**src/common/clcc_pkg.sv**
```systemverilog
// Package with register map, field layout and types of the configurable logic cell.
package clcc_pkg;

  // Bus and source selector widths.
  localparam int CLCC_ADDR_W = 8;
  localparam int CLCC_DATA_W = 32;
  localparam int CLCC_SEL_W  = 6;

  // Register byte offsets.
  localparam logic [7:0] CLCC_OFF_CONTROL  = 8'h00;
  localparam logic [7:0] CLCC_OFF_POLARITY = 8'h04;
  localparam logic [7:0] CLCC_OFF_SRC_0    = 8'h08;
  localparam logic [7:0] CLCC_OFF_SRC_1    = 8'h0c;
  localparam logic [7:0] CLCC_OFF_SRC_2    = 8'h10;
  localparam logic [7:0] CLCC_OFF_SRC_3    = 8'h14;
  localparam logic [7:0] CLCC_OFF_GATE_0   = 8'h18;
  localparam logic [7:0] CLCC_OFF_GATE_1   = 8'h1c;
  localparam logic [7:0] CLCC_OFF_GATE_2   = 8'h20;
  localparam logic [7:0] CLCC_OFF_GATE_3   = 8'h24;
  localparam logic [7:0] CLCC_OFF_IRQ_STAT = 8'h28;
  localparam logic [7:0] CLCC_OFF_IRQ_MASK = 8'h2c;

  // Bit positions inside cell_control, polarity_control and the interrupt registers.
  localparam int CLCC_BIT_ENABLE   = 7;
  localparam int CLCC_BIT_OUT      = 5;
  localparam int CLCC_BIT_RISE     = 4;
  localparam int CLCC_BIT_FALL     = 3;
  localparam int CLCC_BIT_FINV     = 7;
  localparam int CLCC_BIT_IRQ_CELL = 0;

  // Values after reset.
  localparam logic [7:0] CLCC_RST_CONTROL = 8'h00;
  localparam logic       CLCC_RST_FINV    = 1'b0;
  localparam logic       CLCC_RST_MASK    = 1'b0;

  // Logic function codes.
  typedef enum logic [2:0] {
    CLCC_FN_AND_OR  = 3'h0,
    CLCC_FN_OR_XOR  = 3'h1,
    CLCC_FN_AND4    = 3'h2,
    CLCC_FN_SR      = 3'h3,
    CLCC_FN_DFF_SR  = 3'h4,
    CLCC_FN_DFF2_R  = 3'h5,
    CLCC_FN_JK_R    = 3'h6,
    CLCC_FN_LATCH   = 3'h7
  } clcc_func_t;

  // Writable fields of the control register.
  typedef struct packed {
    logic       cell_enable;
    logic       rise_irq_enable;
    logic       fall_irq_enable;
    clcc_func_t function_select;
  } clcc_ctrl_t;

endpackage

```
**src/hdl/clcc_cell.sv**
```systemverilog
// Configurable logic cell with Wishbone register access and edge interrupt.
`timescale 1ns/100ps

module clcc_cell #(
  parameter int NUM_SRC = 64
) (
  // Clock and reset.
  input  wire logic                          clk_i,
  input  wire logic                          rst_i,
  // Wishbone classic slave.
  input  wire logic                          wb_cyc_i,
  input  wire logic                          wb_stb_i,
  input  wire logic                          wb_we_i,
  input  wire logic [clcc_pkg::CLCC_ADDR_W-1:0] wb_adr_i,
  input  wire logic [3:0]                    wb_sel_i,
  input  wire logic [clcc_pkg::CLCC_DATA_W-1:0] wb_dat_i,
  output logic      [clcc_pkg::CLCC_DATA_W-1:0] wb_dat_o,
  output logic                               wb_ack_o,
  // Shared source signals and cell result.
  input  wire logic [NUM_SRC-1:0]            src_i,
  output logic                               cell_output_o,
  output logic                               irq_o
);
  import clcc_pkg::*;

  // Source selectors are six bits wide, so more sources cannot be reached.
  if (NUM_SRC < 1 || NUM_SRC > 64) begin : g_bad_num_src
    $error("NUM_SRC must lie between 1 and 64");
  end

  clcc_ctrl_t                ctrl;
  logic                      final_invert;
  logic [3:0]                gate_invert;
  logic [CLCC_SEL_W-1:0]     input_source [4];
  logic [7:0]                gate_select [4];
  logic                      cell_irq_flag;
  logic                      irq_mask;
  logic [NUM_SRC-1:0]        src_s1;
  logic [NUM_SRC-1:0]        src_s2;
  logic [NUM_SRC-1:0]        src_s3;
  logic [NUM_SRC-1:0]        src_filt;
  logic [3:0]                data_in;
  logic [3:0]                gate_out;
  logic                      seq_q;
  logic                      gate0_prev;
  logic                      func_result;
  logic                      cell_output;
  logic                      cell_output_prev;
  logic                      wr_en;
  logic                      rd_en;
  logic                      out_rise;
  logic                      out_fall;
  logic                      irq_event;
  logic [7:0]                next_rdata;

  // Bus access strobes; writes land only in the low byte lane.
  assign wr_en = wb_cyc_i & wb_stb_i & wb_we_i & ~wb_ack_o & wb_sel_i[0];
  assign rd_en = wb_cyc_i & wb_stb_i & ~wb_ack_o;

  // Each source bit passes three flops; the filtered value moves when stages two and three agree.
  for (genvar i = 0; i < NUM_SRC; i++) begin : g_sync
    always_ff @(posedge clk_i) begin
      if (rst_i) begin
        src_s1[i]   <= 1'b0;
        src_s2[i]   <= 1'b0;
        src_s3[i]   <= 1'b0;
        src_filt[i] <= 1'b0;
      end else begin
        src_s1[i] <= src_i[i];
        src_s2[i] <= src_s1[i];
        src_s3[i] <= src_s2[i];
        if (src_s2[i] == src_s3[i]) begin
          src_filt[i] <= src_s3[i];
        end
      end
    end
  end

  // Input selection and data gating, one slice per data input and gate.
  for (genvar k = 0; k < 4; k++) begin : g_gate
    // An out of range selector feeds a zero into the data input.
    assign data_in[k] = (32'(input_source[k]) < NUM_SRC) ?
                        src_filt[input_source[k]] : 1'b0;
    // The gate is an OR of the enabled true and inverted terms, then optionally inverted.
    assign gate_out[k] = gate_invert[k] ^ (|((gate_select[k] & {data_in[3], ~data_in[3],
                         data_in[2], ~data_in[2], data_in[1], ~data_in[1],
                         data_in[0], ~data_in[0]})));
  end

  // Control register: cleared by reset, output bit is not writable.
  always_ff @(posedge clk_i) begin
    if (rst_i) begin
      ctrl <= clcc_ctrl_t'({CLCC_RST_CONTROL[CLCC_BIT_ENABLE], CLCC_RST_CONTROL[CLCC_BIT_RISE],
                            CLCC_RST_CONTROL[CLCC_BIT_FALL],
                            CLCC_RST_CONTROL[2:0]});
    end else if (wr_en && wb_adr_i == CLCC_OFF_CONTROL) begin
      ctrl.cell_enable     <= wb_dat_i[CLCC_BIT_ENABLE];
      ctrl.rise_irq_enable <= wb_dat_i[CLCC_BIT_RISE];
      ctrl.fall_irq_enable <= wb_dat_i[CLCC_BIT_FALL];
      ctrl.function_select <= clcc_func_t'(wb_dat_i[2:0]);
    end
  end

  // Final output inversion bit, cleared by reset.
  always_ff @(posedge clk_i) begin
    if (rst_i) begin
      final_invert <= CLCC_RST_FINV;
    end else if (wr_en && wb_adr_i == CLCC_OFF_POLARITY) begin
      final_invert <= wb_dat_i[CLCC_BIT_FINV];
    end
  end

  // Gate inversions, sources and gate selects survive reset and power up unknown.
  always_ff @(posedge clk_i) begin
    if (wr_en && wb_adr_i == CLCC_OFF_POLARITY) begin
      gate_invert <= wb_dat_i[3:0];
    end
    for (int k = 0; k < 4; k++) begin
      if (wr_en && wb_adr_i == CLCC_OFF_SRC_0 + 8'(4 * k)) begin
        input_source[k] <= wb_dat_i[CLCC_SEL_W-1:0];
      end
      if (wr_en && wb_adr_i == CLCC_OFF_GATE_0 + 8'(4 * k)) begin
        gate_select[k] <= wb_dat_i[7:0];
      end
    end
  end

  // Previous gate 0 level, used as the clock of the flip-flop functions.
  always_ff @(posedge clk_i) begin
    if (rst_i) begin
      gate0_prev <= 1'b0;
    end else begin
      gate0_prev <= gate_out[0];
    end
  end

  // Storage of the latch and flip-flop functions; reset inputs win over set inputs except in the SR function, where set wins.
  always_ff @(posedge clk_i) begin
    if (rst_i || !ctrl.cell_enable) begin
      seq_q <= 1'b0;
    end else begin
      case (ctrl.function_select)
        CLCC_FN_SR: begin
          if (gate_out[0] | gate_out[1]) begin
            seq_q <= 1'b1;
          end else if (gate_out[2] | gate_out[3]) begin
            seq_q <= 1'b0;
          end
        end
        CLCC_FN_DFF_SR: begin
          if (gate_out[2]) begin
            seq_q <= 1'b0;
          end else if (gate_out[3]) begin
            seq_q <= 1'b1;
          end else if (gate_out[0] && !gate0_prev) begin
            seq_q <= gate_out[1];
          end
        end
        CLCC_FN_DFF2_R: begin
          if (gate_out[2]) begin
            seq_q <= 1'b0;
          end else if (gate_out[0] && !gate0_prev) begin
            seq_q <= gate_out[1] & gate_out[3];
          end
        end
        CLCC_FN_JK_R: begin
          if (gate_out[2]) begin
            seq_q <= 1'b0;
          end else if (gate_out[0] && !gate0_prev) begin
            case ({gate_out[1], gate_out[3]})
              2'b10:   seq_q <= 1'b1;
              2'b01:   seq_q <= 1'b0;
              2'b11:   seq_q <= ~seq_q;
              default: seq_q <= seq_q;
            endcase
          end
        end
        CLCC_FN_LATCH: begin
          if (gate_out[0]) begin
            seq_q <= 1'b0;
          end else if (gate_out[3]) begin
            seq_q <= 1'b1;
          end else if (!gate_out[2]) begin
            seq_q <= gate_out[1];
          end
        end
        default: seq_q <= seq_q;
      endcase
    end
  end

  // Function result: combinational codes act on the gates, the others show the stored bit.
  always_comb begin
    case (ctrl.function_select)
      CLCC_FN_AND_OR: func_result = (gate_out[0] & gate_out[1]) |
                                    (gate_out[2] & gate_out[3]);
      CLCC_FN_OR_XOR: func_result = (gate_out[0] | gate_out[1]) ^
                                    (gate_out[2] | gate_out[3]);
      CLCC_FN_AND4:   func_result = &gate_out;
      default:        func_result = seq_q;
    endcase
  end

  // Registered cell output after final inversion, forced low while disabled.
  always_ff @(posedge clk_i) begin
    if (rst_i) begin
      cell_output <= 1'b0;
    end else if (!ctrl.cell_enable) begin
      cell_output <= 1'b0;
    end else begin
      cell_output <= func_result ^ final_invert;
    end
  end

  // Previous output level for edge detection.
  always_ff @(posedge clk_i) begin
    if (rst_i) begin
      cell_output_prev <= 1'b0;
    end else begin
      cell_output_prev <= cell_output;
    end
  end

  // Edge events, including edges caused by flipping the output inversion.
  assign out_rise  = cell_output & ~cell_output_prev;
  assign out_fall  = ~cell_output & cell_output_prev;
  assign irq_event = (out_rise & ctrl.rise_irq_enable) |
                     (out_fall & ctrl.fall_irq_enable);

  // Sticky interrupt flag, cleared by writing one; a new edge wins over the clear.
  always_ff @(posedge clk_i) begin
    if (rst_i) begin
      cell_irq_flag <= 1'b0;
    end else if (irq_event) begin
      cell_irq_flag <= 1'b1;
    end else if (wr_en && wb_adr_i == CLCC_OFF_IRQ_STAT &&
                 wb_dat_i[CLCC_BIT_IRQ_CELL]) begin
      cell_irq_flag <= 1'b0;
    end
  end

  // Interrupt mask register.
  always_ff @(posedge clk_i) begin
    if (rst_i) begin
      irq_mask <= CLCC_RST_MASK;
    end else if (wr_en && wb_adr_i == CLCC_OFF_IRQ_MASK) begin
      irq_mask <= wb_dat_i[CLCC_BIT_IRQ_CELL];
    end
  end

  // Read data selection; unused bits and unmapped addresses read zero.
  always_comb begin
    next_rdata = 8'h00;
    case (wb_adr_i)
      CLCC_OFF_CONTROL:  next_rdata = {ctrl.cell_enable, 1'b0, cell_output,
                                       ctrl.rise_irq_enable, ctrl.fall_irq_enable,
                                       ctrl.function_select};
      CLCC_OFF_POLARITY: next_rdata = {final_invert, 3'h0, gate_invert};
      CLCC_OFF_SRC_0:    next_rdata = {2'h0, input_source[0]};
      CLCC_OFF_SRC_1:    next_rdata = {2'h0, input_source[1]};
      CLCC_OFF_SRC_2:    next_rdata = {2'h0, input_source[2]};
      CLCC_OFF_SRC_3:    next_rdata = {2'h0, input_source[3]};
      CLCC_OFF_GATE_0:   next_rdata = gate_select[0];
      CLCC_OFF_GATE_1:   next_rdata = gate_select[1];
      CLCC_OFF_GATE_2:   next_rdata = gate_select[2];
      CLCC_OFF_GATE_3:   next_rdata = gate_select[3];
      CLCC_OFF_IRQ_STAT: next_rdata = {7'h00, cell_irq_flag};
      CLCC_OFF_IRQ_MASK: next_rdata = {7'h00, irq_mask};
      default:           next_rdata = 8'h00;
    endcase
  end

  // Bus answer: ack one cycle after the request, dropped the following cycle.
  always_ff @(posedge clk_i) begin
    if (rst_i) begin
      wb_ack_o <= 1'b0;
      wb_dat_o <= '0;
    end else begin
      wb_ack_o <= rd_en;
      if (rd_en && !wb_we_i) begin
        wb_dat_o <= {24'h000000, next_rdata};
      end
    end
  end

  // Outputs.
  assign cell_output_o = cell_output;
  assign irq_o         = cell_irq_flag & irq_mask;

endmodule // clcc_cell

```
**config.mk**
```make
export PLATFORM = sky130hd
export DESIGN_NAME = clcc_cell
export DESIGN_NICKNAME = d
export VERILOG_FILES = /design/src/common/clcc_pkg.sv /design/src/hdl/clcc_cell.sv
export SDC_FILE = /design/constraint.sdc
export NUM_CORES = 1
export LEC_CHECK = 0
export ABC_AREA = 1
export BUFFER_PORTS_ARGS = -buffer_cell sky130_fd_sc_hd__buf_2
export CORE_MARGIN = 3
export CORE_UTILIZATION = 50
export CTS_CLUSTER_DIAMETER = 60
export DETAILED_ROUTE_END_ITERATION = 6
export GPL_ROUTABILITY_DRIVEN = 0
export PLACE_DENSITY = 0.72
export SYNTH_ARGS = -nofsm -noshare
export SYNTH_HDL_FRONTEND = slang
export SYNTH_SLANG_ARGS = --single-unit
```
**constraint.sdc**
```tcl
create_clock -name clk_i -period 2.6 [get_ports clk_i]
set_clock_uncertainty 0.15 [all_clocks]
set_input_delay 0.26 -clock clk_i [delete_from_list [all_inputs] [get_ports clk_i]]
set_output_delay 0.26 -clock clk_i [all_outputs]
set_load 0.02 [all_outputs]
```
# [Word-level counts from Yosys, hierarchy flattened]
# Memories as Yosys holds them, arrays and structs flattened.
# Cells that the tools add are included.
[totals] n_memories=2 output_inout_bits=35 inputBits=113 ram_bits=56 elab_cells=499 reg_bits=282
[op_classes] n_reduce_logical=36 n_eq_ne=91 bitwise=36 order_cmp=4 muxes=60
[mem_list] name="gate_select" depth=4 word_bits=8 rd=4 rd_clocked_by_memory_dff=0 wr=1 line="clcc_cell.sv:35" text="logic [7:0] gate_select [4];"
[mem_list] name="input_source" depth=4 word_bits=6 rd=4 rd_clocked_by_memory_dff=0 wr=1 line="clcc_cell.sv:34" text="logic [CLCC_SEL_W-1:0] input_source [4];"
[op_table] op="$pmux W8 S12" n=1
[op_table] op="$eq A1 B1 Y1" n=64
[op_table] op="$reduce_or A8 Y1" n=7
[op_table] op="$mux W1" n=40
[op_table] op="$and A8 B8 Y8" n=4
[op_table] op="$eq A8 B5 Y1 const B" n=4
[op_table] op="$eq A8 B6 Y1 const B" n=4
[op_table] op="$lt A6 B7 Y1 const B" n=4
[op_table] op="$bmux W1 S6" n=4
[op_table] op="$mux W8" n=3
[op_table] op="$mux W6" n=3
[op_table] op="$reduce_or A6 Y1" n=3
[op_table] op="$eq A8 B4 Y1 const B" n=2
[op_table] op="$logic_and A1 B1 Y1" n=15
[op_table] op="$and A1 B1 Y1" n=13
[op_table] op="$eq A3 B3 Y1 const B" n=4
[op_table] op="$mux W2" n=6
[op_table] op="$ne A3 B3 Y1 const B" n=3
[op_table] op="$not A1 Y1" n=9
[op_table] op="$eq A8 B3 Y1 const B" n=1
[op_table] op="$logic_not A8 Y1" n=1
[op_table] op="$ne A4 B4 Y1 const B" n=2
[op_table] op="$reduce_and A7 Y1" n=1
[op_table] op="$eq A3 B2 Y1 const B" n=2
[op_table] op="15 further kinds" n=27

# [Longest topological paths before layout]
# Gate-level depths: netlist of run 1.
# An unclocked memory read counts as a cell.
[depth] depth_word=12 mapped_depth=27 ltp_nobuf=24

# [Least setup slack after synthesis of run 1]
# OpenSTA, ideal clock, no wires.
[synth_timing] path_type="register to register" from="memory input_source[1][0]" to="register seq_q" slack_ns=-0.166 setup_time_ns=0.113 n_path_buf=3 required_time_ns=2.337 period_less_slack_ns=2.766 path_stages_with_launch=26 arrival_time_ns=2.503 cell_sequence="edfxtp_1 -> buf_4 -> inv_2 -> buf_6 -> buf_6 -> nand2_1 -> nand3_1 -> nand3_1 -> nand2_1 -> nand2_1 -> nand3_1 -> nand3_2 -> nand3_1 -> nand2_1 -> nor2_2 -> nand2_1 -> nand2_1 -> nand2_1 -> ha_1 -> and3_1 -> nand3_1 -> nand2_1 -> inv_2 -> nand3_2 -> nor2_1 -> nor2_1"
[synth_rtl] element="start, declared" line="clcc_cell.sv:34"
[synth_rtl] element="end signal, assigned" line="clcc_cell.sv:156" text="seq_q <= gate_out[1];"
[synth_rtl] element="end signal, assigned" line="clcc_cell.sv:163" text="seq_q <= gate_out[1] & gate_out[3];"
[synth_rtl] element="end signal, assigned" line="clcc_cell.sv:173" text="2'b11: seq_q <= ~seq_q;"
[synth_rtl] element="end, declared" line="clcc_cell.sv:44" text="logic seq_q;"

==> results.txt, run 1 <==
----------------------------------------------------
[Status]
  Outcome ... complete, but fails checks
  Violations in the final reports ... design-rule violations, negative setup slack

[Synthesis]
  Post-synth ARST share ... 0
  Synthesis-stage register bit count ... 338
  Proportion of synthesized chip area in sequential cells ... 0.513
  Post-synth top flop ... sky130_fd_sc_hd__dfxtp_1
  Count of distinct cell types in the synthesized netlist ... 36
  Top post-synthesis cells by count ... sky130_fd_sc_hd__nand2_1, sky130_fd_sc_hd__nor2_1, sky130_fd_sc_hd__dfxtp_1, sky130_fd_sc_hd__nand3_1, sky130_fd_sc_hd__inv_1
  Area share of the leading cell type in the synthesized netlist ... 0.387
  Synth top area cells ... sky130_fd_sc_hd__dfxtp_1, sky130_fd_sc_hd__edfxtp_1, sky130_fd_sc_hd__nand2_1
  Warnings, synthesis ... 0
  Post-Synthesis Cell Area ... 14400 sq um
  Cells after Synth ... 1917
  Average footprint of a synthesized cell ... 7.49 sq um
  Cell type with the largest total area after synthesis ... sky130_fd_sc_hd__dfxtp_1
  Most repeated cell in the gate-level netlist after synthesis ... sky130_fd_sc_hd__nand2_1
  Number of flops mapped to enable cells by yosys ... 60

[Power]
  Power consumption ... 11000 uW
  Sequential Power Share ... 0.499
  Clk pwr share ... 0.460
  Fraction of power consumed by combinational cells ... 0.042
  Switching power ... 2440 uW
  Internal power contribution ... 8600 uW
  Leakage component of the power ... 0.00792 uW
  Worst VDD drop ... 0.701 mV
  Sw Ratio ... 0.221
  Power per unit of standard cell area ... 607 nW/um^2

[Floorplan]
  Die span in x ... 176 um
  Placeable core area ... 28100 sq um
  Site row count ... 61
  # IOs ... 148
  Effective utilization at floorplan ... 0.511
  Vert. Die Dim ... 176 um
  Total Die Area ... 30800 sq um

[Global route]
  Total congestion overflow after global routing ... 0
  Wire length of the first global-routing pass ... 61.9 mm
  Largest net degree at the start of global routing ... 147
  Initial antenna violation count ... 0
  Aggregate global-route resource usage ... 0.243
  Via count of the first global-routing pass ... 12800

[Final layout]
  Final design instance area without fill ... 18200 sq um
  Layout Nets ... 2308
  Final cell count without fillers ... 2600
  Ratio of cells with drive above 1 in the final layout ... 0.163
  Area growth from synthesis to layout ... 26.5%
  N_diodes ... 0

[Worst hold path]
  Worst hold stages ... 5
  Worst hold path class ... in2reg

[Timing]
  Tmin final ... 3.11 ns
  Fin worst setup slack ... -0.505 ns
  Setup repair after global routing missed its margin ... true
  Tcrit/Tclk final ... 1.19
  Max Slew Vio Count ... 0
  Worst slew pin tran ... 0.720 ns
  Worst hold-check slack ... 0.0906 ns
  Highest attainable clock frequency ... 0.322 GHz
  Final setup violating endpoints ... 2
  Final Hold Violating Endpoints ... 0
  Max transition margin ... 0.516

[Clock network]
  CTS tree ... done
  Root buffer cell ... sky130_fd_sc_hd__clkbuf_16
  Clock Latency Late Sink ... 0.53 ns
  Clock Pin Slew Worst Setup and Hold Paths ... 0.06 ns
  TritonCTS buffer count ... 37
  Num Clock Sinks ... 338
  Maximum buffer depth of the clock tree ... 3
  CTS H-Tree Depth ... 2

[Setup path]
  Worst Path Arrival ... 3.42 ns
  Crit-path max FO ... 12
  Startpoint of the worst setup timing path ... input_source[0][0]
  Critical Path End Type ... flop
  Timing endpoint of the critical path ... seq_q
  Critical Setup Path Class ... reg2reg
  CP Launch Type ... flop
  R2r startpoint ... input_source[0][0]
  Worst reg2reg setup slack ... -0.51 ns
  Required time of the critical path ... 2.92 ns
  End of the worst register-to-register path ... seq_q
  Logic depth of the worst register-to-register path ... 24

[Placement]
  Count of input and output buffers ... 96
  HPWL Detailed ... 25.3 mm
  Placed standard-cell area ... 16000 sq um
  Number of cells in the design after placement ... 2455

[Route]
  Count of antenna-violating nets left after detailed routing ... 0
  Number of DRC markers after the initial detailed-route iteration ... 1384
  Residual DRC count ... 2
  Vias per inst ... 5.16
  Sum of routed wire length over all layers ... 37.9 mm
  Via count ... 13400
  Detailed-routing iteration count for the pre-antenna-repair pass ... 7
  Routed len/inst ... 14.6 um

[Flow run]
  Max-cap violation count ... 0

----------------------------------------------------
repair_timing:
action	in CTS	in global routing
cloned	0	0
gates resized for setup	12	32
hold endpoints to repair	140	2
pin swaps	1	4
buffers inserted	0	2
setup endpoints to repair	3	6
hold buffers	75	1
layer usage:
| layer | vias to the layer above | GRT usage | wire length, um |
|---|---|---|---|
| met3 | 137 | 0.0383 | 3430 |
| li1 | 6590 | - | - |
| met2 | 651 | 0.413 | 17700 |
| met4 | 0 | 0.110 | 1600 |
| met5 | - | 0 | 0 |
| met1 | 6038 | 0.307 | 15200 |
worst min path at each step:
stage | start | end | slack (ns)
CTS | wb_we_i | wb_dat_o[0] | 0.04
floorplan | wb_dat_i[0] | gate_invert[0] | 0.21
detailed placement | src_s1[48] | src_s2[48] | 0.24
global route | wb_adr_i[2] | irq_mask | 0.15
global placement | src_s1[61] | src_s2[61] | 0.24
finish | wb_adr_i[2] | irq_mask | 0.09
critical path, stage by stage, from the launching register on:
cell	delay, ns
sky130_fd_sc_hd__edfxtp_1	0.48
sky130_fd_sc_hd__inv_2	0.14
sky130_fd_sc_hd__buf_6	0.17
sky130_fd_sc_hd__nand2_1	0.06
sky130_fd_sc_hd__nand3_1	0.06
sky130_fd_sc_hd__nand3_1	0.10
sky130_fd_sc_hd__nand2_1	0.12
sky130_fd_sc_hd__nand2_1	0.07
sky130_fd_sc_hd__nand3_1	0.13
sky130_fd_sc_hd__nand3_4	0.13
sky130_fd_sc_hd__nand3_1	0.10
sky130_fd_sc_hd__nand2_1	0.07
sky130_fd_sc_hd__nor2_2	0.13
sky130_fd_sc_hd__nand2_1	0.10
sky130_fd_sc_hd__nand2_1	0.08
sky130_fd_sc_hd__nand2_2	0.08
sky130_fd_sc_hd__ha_1	0.27
sky130_fd_sc_hd__and3_1	0.14
sky130_fd_sc_hd__nand3_1	0.06
sky130_fd_sc_hd__nand2_1	0.07
sky130_fd_sc_hd__inv_2	0.06
sky130_fd_sc_hd__nand3_2	0.08
sky130_fd_sc_hd__nand2_1	0.07
sky130_fd_sc_hd__nand2_1	0.05
sky130_fd_sc_hd__nor2_1	0.07
state kept, by name, summed over array words and instances (netlist names), 4 cells and up:
register	flops
src_s2	64
ctrl	6
gate_invert	4
input_source	24
wb_dat_o	8
src_s1	64
src_s3	64
gate_select	32
src_filt	64
power by group through the flow:
stage | combinational (uW) | sequential, uW | clock [uW]
finish | 459 | 5500 | 5070
global route | 520 | 5510 | 5380
CTS | 454 | 5500 | 5180
detailed placement | 366 | 5620 | 0
global placement | 358 | 5610 | 0
floorplan | 252 | 5600 | 0
layout by cell type, fill, tap and decap left out, types with 3 or more instances in the layout:
master	n
sky130_fd_sc_hd__o22ai_1	19
sky130_fd_sc_hd__nand3_2	13
sky130_fd_sc_hd__o31ai_1	5
sky130_fd_sc_hd__clkinv_2	3
sky130_fd_sc_hd__buf_4	121
sky130_fd_sc_hd__nand3_1	255
sky130_fd_sc_hd__clkbuf_16	37
sky130_fd_sc_hd__nor2_4	5
sky130_fd_sc_hd__clkinv_1	4
sky130_fd_sc_hd__conb_1	24
sky130_fd_sc_hd__inv_2	7
sky130_fd_sc_hd__inv_1	255
sky130_fd_sc_hd__buf_2	95
sky130_fd_sc_hd__o21ai_0	74
sky130_fd_sc_hd__nor3_1	8
sky130_fd_sc_hd__dlygate4sd3_1	76
sky130_fd_sc_hd__nand2_2	24
sky130_fd_sc_hd__a211oi_1	5
sky130_fd_sc_hd__inv_6	4
sky130_fd_sc_hd__dfxtp_1	278
sky130_fd_sc_hd__a21oi_1	90
sky130_fd_sc_hd__buf_6	10
sky130_fd_sc_hd__a311oi_1	4
sky130_fd_sc_hd__clkbuf_8	6
sky130_fd_sc_hd__clkbuf_1	9
sky130_fd_sc_hd__nor2_1	293
sky130_fd_sc_hd__nand2_1	386
sky130_fd_sc_hd__nor2_2	8
sky130_fd_sc_hd__buf_12	14
sky130_fd_sc_hd__clkinv_8	3
sky130_fd_sc_hd__nand4_1	4
sky130_fd_sc_hd__edfxtp_1	60
cell type report:
type | instances | area, sq um
fillers | 2448 | 9910
flip-flops and latches | 338 | 7370
multi-input cells | 1232 | 5560
repair buffers | 318 | 2570
clock buffers | 52 | 1040
inverters | 267 | 1010
well taps | 378 | 473
clock inverters | 15 | 158
per-stage QoR:
step | setup TNS, ns | setup slack [ns] | util
after floorplan | -0.127 | -0.127 | -
after detailed placement | -0.910 | -0.475 | 0.571
final | -0.886 | -0.505 | 0.647
after global placement | -0.698 | -0.388 | 0.571
after CTS | -0.742 | -0.430 | 0.642
after global routing | -1.44 | -0.698 | 0.647
kinds of logic (layout without fill, tap and decap cells):
| kind of cell | after synthesis | count (layout) | share of synthesized area |
|---|---|---|---|
| and+or+nand+nor | 1002 | 1002 | 0.296 |
| buffers and inverters | 370 | 652 | 0.113 |
| DFF | 338 | 338 | 0.513 |
| AOI/OAI and AO/OA | 205 | 205 | 0.0773 |
| adders and majority gates | 1 | 1 | 0.000871 |
| other | 1 | 24 | 0.000261 |
(Power assumes the default switching activity.)
==> inputs of run 2 (changes only) <==
--- a/config.mk
+++ b/config.mk
@@ -5,10 +5,10 @@
 export SDC_FILE = /design/constraint.sdc
 export NUM_CORES = 1
 export LEC_CHECK = 0
-export ABC_AREA = 1
 export BUFFER_PORTS_ARGS = -buffer_cell sky130_fd_sc_hd__buf_2
-export CORE_MARGIN = 3
+export CORE_MARGIN = 2
 export CORE_UTILIZATION = 50
+export CTS_BUF_LIST = sky130_fd_sc_hd__clkbuf_8 sky130_fd_sc_hd__clkbuf_16
 export CTS_CLUSTER_DIAMETER = 60
 export DETAILED_ROUTE_END_ITERATION = 6
 export GPL_ROUTABILITY_DRIVEN = 0
==> run 2 against run 1 <==
  * The run ends with negative setup slack left
  * Die area is 8.0% lower
  * Synthesized cell count fell by 36%
  * Critical path depth is 8 lower
  * Clock-buffer cell count down 9
  * Register-to-register slack worse by 0.75 ns
  * Combinational power is 8.7% lower
  * Via count is 22% lower
  * Utilization grew 0.98 points
  * Non-clock buffer count is 37 higher
  * Critical endpoint unchanged
  * Largest cell class unchanged
==> results.txt, run 2 <==
----------------------------------------------------
[Floorplan]
  # IOs ... 148
  Placeable core area ... 26700 sq um
  Effective utilization at floorplan ... 0.505
  Site row count ... 60
  Vert. Die Dim ... 168 um
  Total Die Area ... 28300 sq um
  Die span in x ... 168 um

[Synthesis]
  Warnings, synthesis ... 0
  Synth top area cells ... sky130_fd_sc_hd__dfxtp_1, sky130_fd_sc_hd__edfxtp_1, sky130_fd_sc_hd__nor2b_1
  Proportion of synthesized chip area in sequential cells ... 0.545
  Area share of the leading cell type in the synthesized netlist ... 0.412
  Post-synth ARST share ... 0
  Average footprint of a synthesized cell ... 11.0 sq um
  Top post-synthesis cells by count ... sky130_fd_sc_hd__dfxtp_1, sky130_fd_sc_hd__nor2b_1, sky130_fd_sc_hd__mux2i_1, sky130_fd_sc_hd__a21oi_1, sky130_fd_sc_hd__nand2_1
  Post-synth top flop ... sky130_fd_sc_hd__dfxtp_1
  Count of distinct cell types in the synthesized netlist ... 62
  Cells after Synth ... 1225
  Most repeated cell in the gate-level netlist after synthesis ... sky130_fd_sc_hd__dfxtp_1
  Number of flops mapped to enable cells by yosys ... 60
  Cell type with the largest total area after synthesis ... sky130_fd_sc_hd__dfxtp_1
  Post-Synthesis Cell Area ... 13500 sq um
  Synthesis-stage register bit count ... 338

[Clock network]
  CTS tree ... done
  TritonCTS buffer count ... 36
  Clock Pin Slew Worst Setup and Hold Paths ... 0.06 ns
  CTS H-Tree Depth ... 2
  Root buffer cell ... sky130_fd_sc_hd__clkbuf_16
  Maximum buffer depth of the clock tree ... 3
  Num Clock Sinks ... 338
  Clock Latency Late Sink ... 0.52 ns

[Power]
  Sequential Power Share ... 0.506
  Switching power ... 2310 uW
  Sw Ratio ... 0.212
  Power consumption ... 10900 uW
  Fraction of power consumed by combinational cells ... 0.039
  Power per unit of standard cell area ... 619 nW/um^2
  Worst VDD drop ... 0.645 mV
  Clk pwr share ... 0.456
  Internal power contribution ... 8560 uW
  Leakage component of the power ... 0.00709 uW

[Final layout]
  Flip-flop and latch area ... 7370 sq um
  N_diodes ... 0
  Most common cell after layout, fill and taps aside ... sky130_fd_sc_hd__dfxtp_1
  Ratio of cells with drive above 1 in the final layout ... 0.250
  Final cell count without fillers ... 1922
  Layout Nets ... 1669
  Highest-count cells in the layout ignoring fill and taps ... sky130_fd_sc_hd__dfxtp_1, sky130_fd_sc_hd__nor2b_1, sky130_fd_sc_hd__buf_4
  Area growth from synthesis to layout ... 30.0%
  Fill cell instance count of the final layout ... 2007
  Multi-input gate area ... 5850 sq um
  Final design instance area without fill ... 17600 sq um

[Timing]
  Tcrit/Tclk final ... 1.48
  TNS Setup ... -3.00 ns
  Worst slew pin tran ... 0.615 ns
  Tmin final ... 3.86 ns
  Setup repair after global routing missed its margin ... true
  Highest attainable clock frequency ... 0.259 GHz
  Max transition margin ... 0.590
  Fin worst setup slack ... -1.26 ns
  Max Slew Vio Count ... 0
  Final Hold Violating Endpoints ... 0
  Final setup violating endpoints ... 3

[Status]
  Violations in the final reports ... negative setup slack
  Outcome ... complete, but fails checks

[Placement]
  HPWL Detailed ... 22.3 mm
  Placed standard-cell area ... 15400 sq um
  Number of cells in the design after placement ... 1775
  Worst slack at placement ... -1.34 ns
  Count of input and output buffers ... 96

[Setup path]
  CP Launch Type ... flop
  Crit-path max FO ... 5
  Worst reg2reg setup slack ... -1.26 ns
  Critical Path End Type ... flop
  Required time of the critical path ... 2.90 ns
  Critical Setup Path Class ... reg2reg
  Worst Path Arrival ... 4.16 ns

[Global route]
  Initial antenna violation count ... 0
  Wire length of the first global-routing pass ... 51.5 mm
  Via count of the first global-routing pass ... 10000
  Total congestion overflow after global routing ... 0
  Largest net degree at the start of global routing ... 92
  Aggregate global-route resource usage ... 0.228

[Route]
  Number of DRC markers after the initial detailed-route iteration ... 877
  Vias per inst ... 5.42
  Detailed-routing iteration count for the pre-antenna-repair pass ... 5
  Via count ... 10400
  Sum of routed wire length over all layers ... 32.7 mm
  Count of antenna-violating nets left after detailed routing ... 0
  Residual DRC count ... 0
  Routed len/inst ... 17.0 um

[Flow run]
  Max-cap violation count ... 0

[Worst hold path]
  Worst hold path class ... in2reg

----------------------------------------------------
==> run 2: timing repair <==
action | CTS | global route
gates cloned | 2 | 0
setup endpoints to repair | 3 | 3
gates resized for setup | 17 | 16
hold buffers | 73 | 1
endpoints found under the hold margin | 113 | 2
buffers inserted | 5 | 4
pin swaps | 6 | 13
==> run 2: area by class of cell <==
cell class,instances,area share
well taps,341,0.0243
flip-flops and latches,338,0.420
repair buffers,355,0.154
clock buffers,43,0.0574
multi-input cells,815,0.333
clock inverters,21,0.00955
inverters,9,0.00207
==> run 2: power groups by stage <==
stage | Sequential (uW) | Combinational (uW) | Clock, uW
after floorplan | 5590 | 230 | 0
after global placement | 5610 | 324 | 0
after detailed placement | 5610 | 331 | 0
after CTS | 5500 | 416 | 5050
after global routing | 5510 | 461 | 5260
final | 5500 | 419 | 4950
==> run 2: worst max-delay path: stages, from the launching register on <==
cell                       delay, ns
sky130_fd_sc_hd__edfxtp_1       0.45
sky130_fd_sc_hd__buf_6          0.16
sky130_fd_sc_hd__mux4_2         0.49
sky130_fd_sc_hd__mux2_4         0.27
sky130_fd_sc_hd__o211ai_1       0.24
sky130_fd_sc_hd__a31o_4         0.24
sky130_fd_sc_hd__mux2i_1        0.19
sky130_fd_sc_hd__and4_4         0.25
sky130_fd_sc_hd__xor2_4         0.19
sky130_fd_sc_hd__inv_4          0.07
sky130_fd_sc_hd__ha_4           0.16
sky130_fd_sc_hd__inv_2          0.07
sky130_fd_sc_hd__and3_4         0.17
sky130_fd_sc_hd__nand3_2        0.06
sky130_fd_sc_hd__and4b_1        0.19
sky130_fd_sc_hd__a311o_1        0.31
sky130_fd_sc_hd__mux2i_1        0.12
==> run 2: logic make-up (layout without fill, tap and decap cells) <==
group | count (synthesis) | after routing | synth area share
and+or+nand+nor | 397 | 397 | 0.160
DFF | 338 | 338 | 0.545
AOI/OAI and AO/OA | 240 | 240 | 0.105
muxes | 147 | 147 | 0.145
buffers and inverters | 95 | 428 | 0.0373
xor gates and xnor gates | 6 | 6 | 0.00584
adders and majority gates | 1 | 1 | 0.000926
other | 1 | 24 | 0.000278
==> run 2: per-layer routing <==
layer,vias up,share of wire,track usage
met4,0,0.042,0.102
met1,4880,0.41,0.292
met2,448,0.46,0.373
met3,112,0.081,0.0482
met5,-,0,0
li1,4971,-,-
==> run 2: per-stage QoR <==
step                hold slack, ns   util
finish                       0.102  0.657
floorplan                    0.209      -
global placement             0.267  0.578
global route                 0.142  0.657
CTS                       0.000660  0.654
detailed placement           0.270  0.578
==> run 2: worst paths after layout <==
path | startpoint | end | cells after the start
worst max-delay path | input_source[1][2] | seq_q | 16
worst min-delay path | wb_we_i | wb_dat_o[1] | 4
worst max register to register | input_source[1][2] | seq_q | 16
worst min register to register | src_s1[23] | src_s2[23] | 1
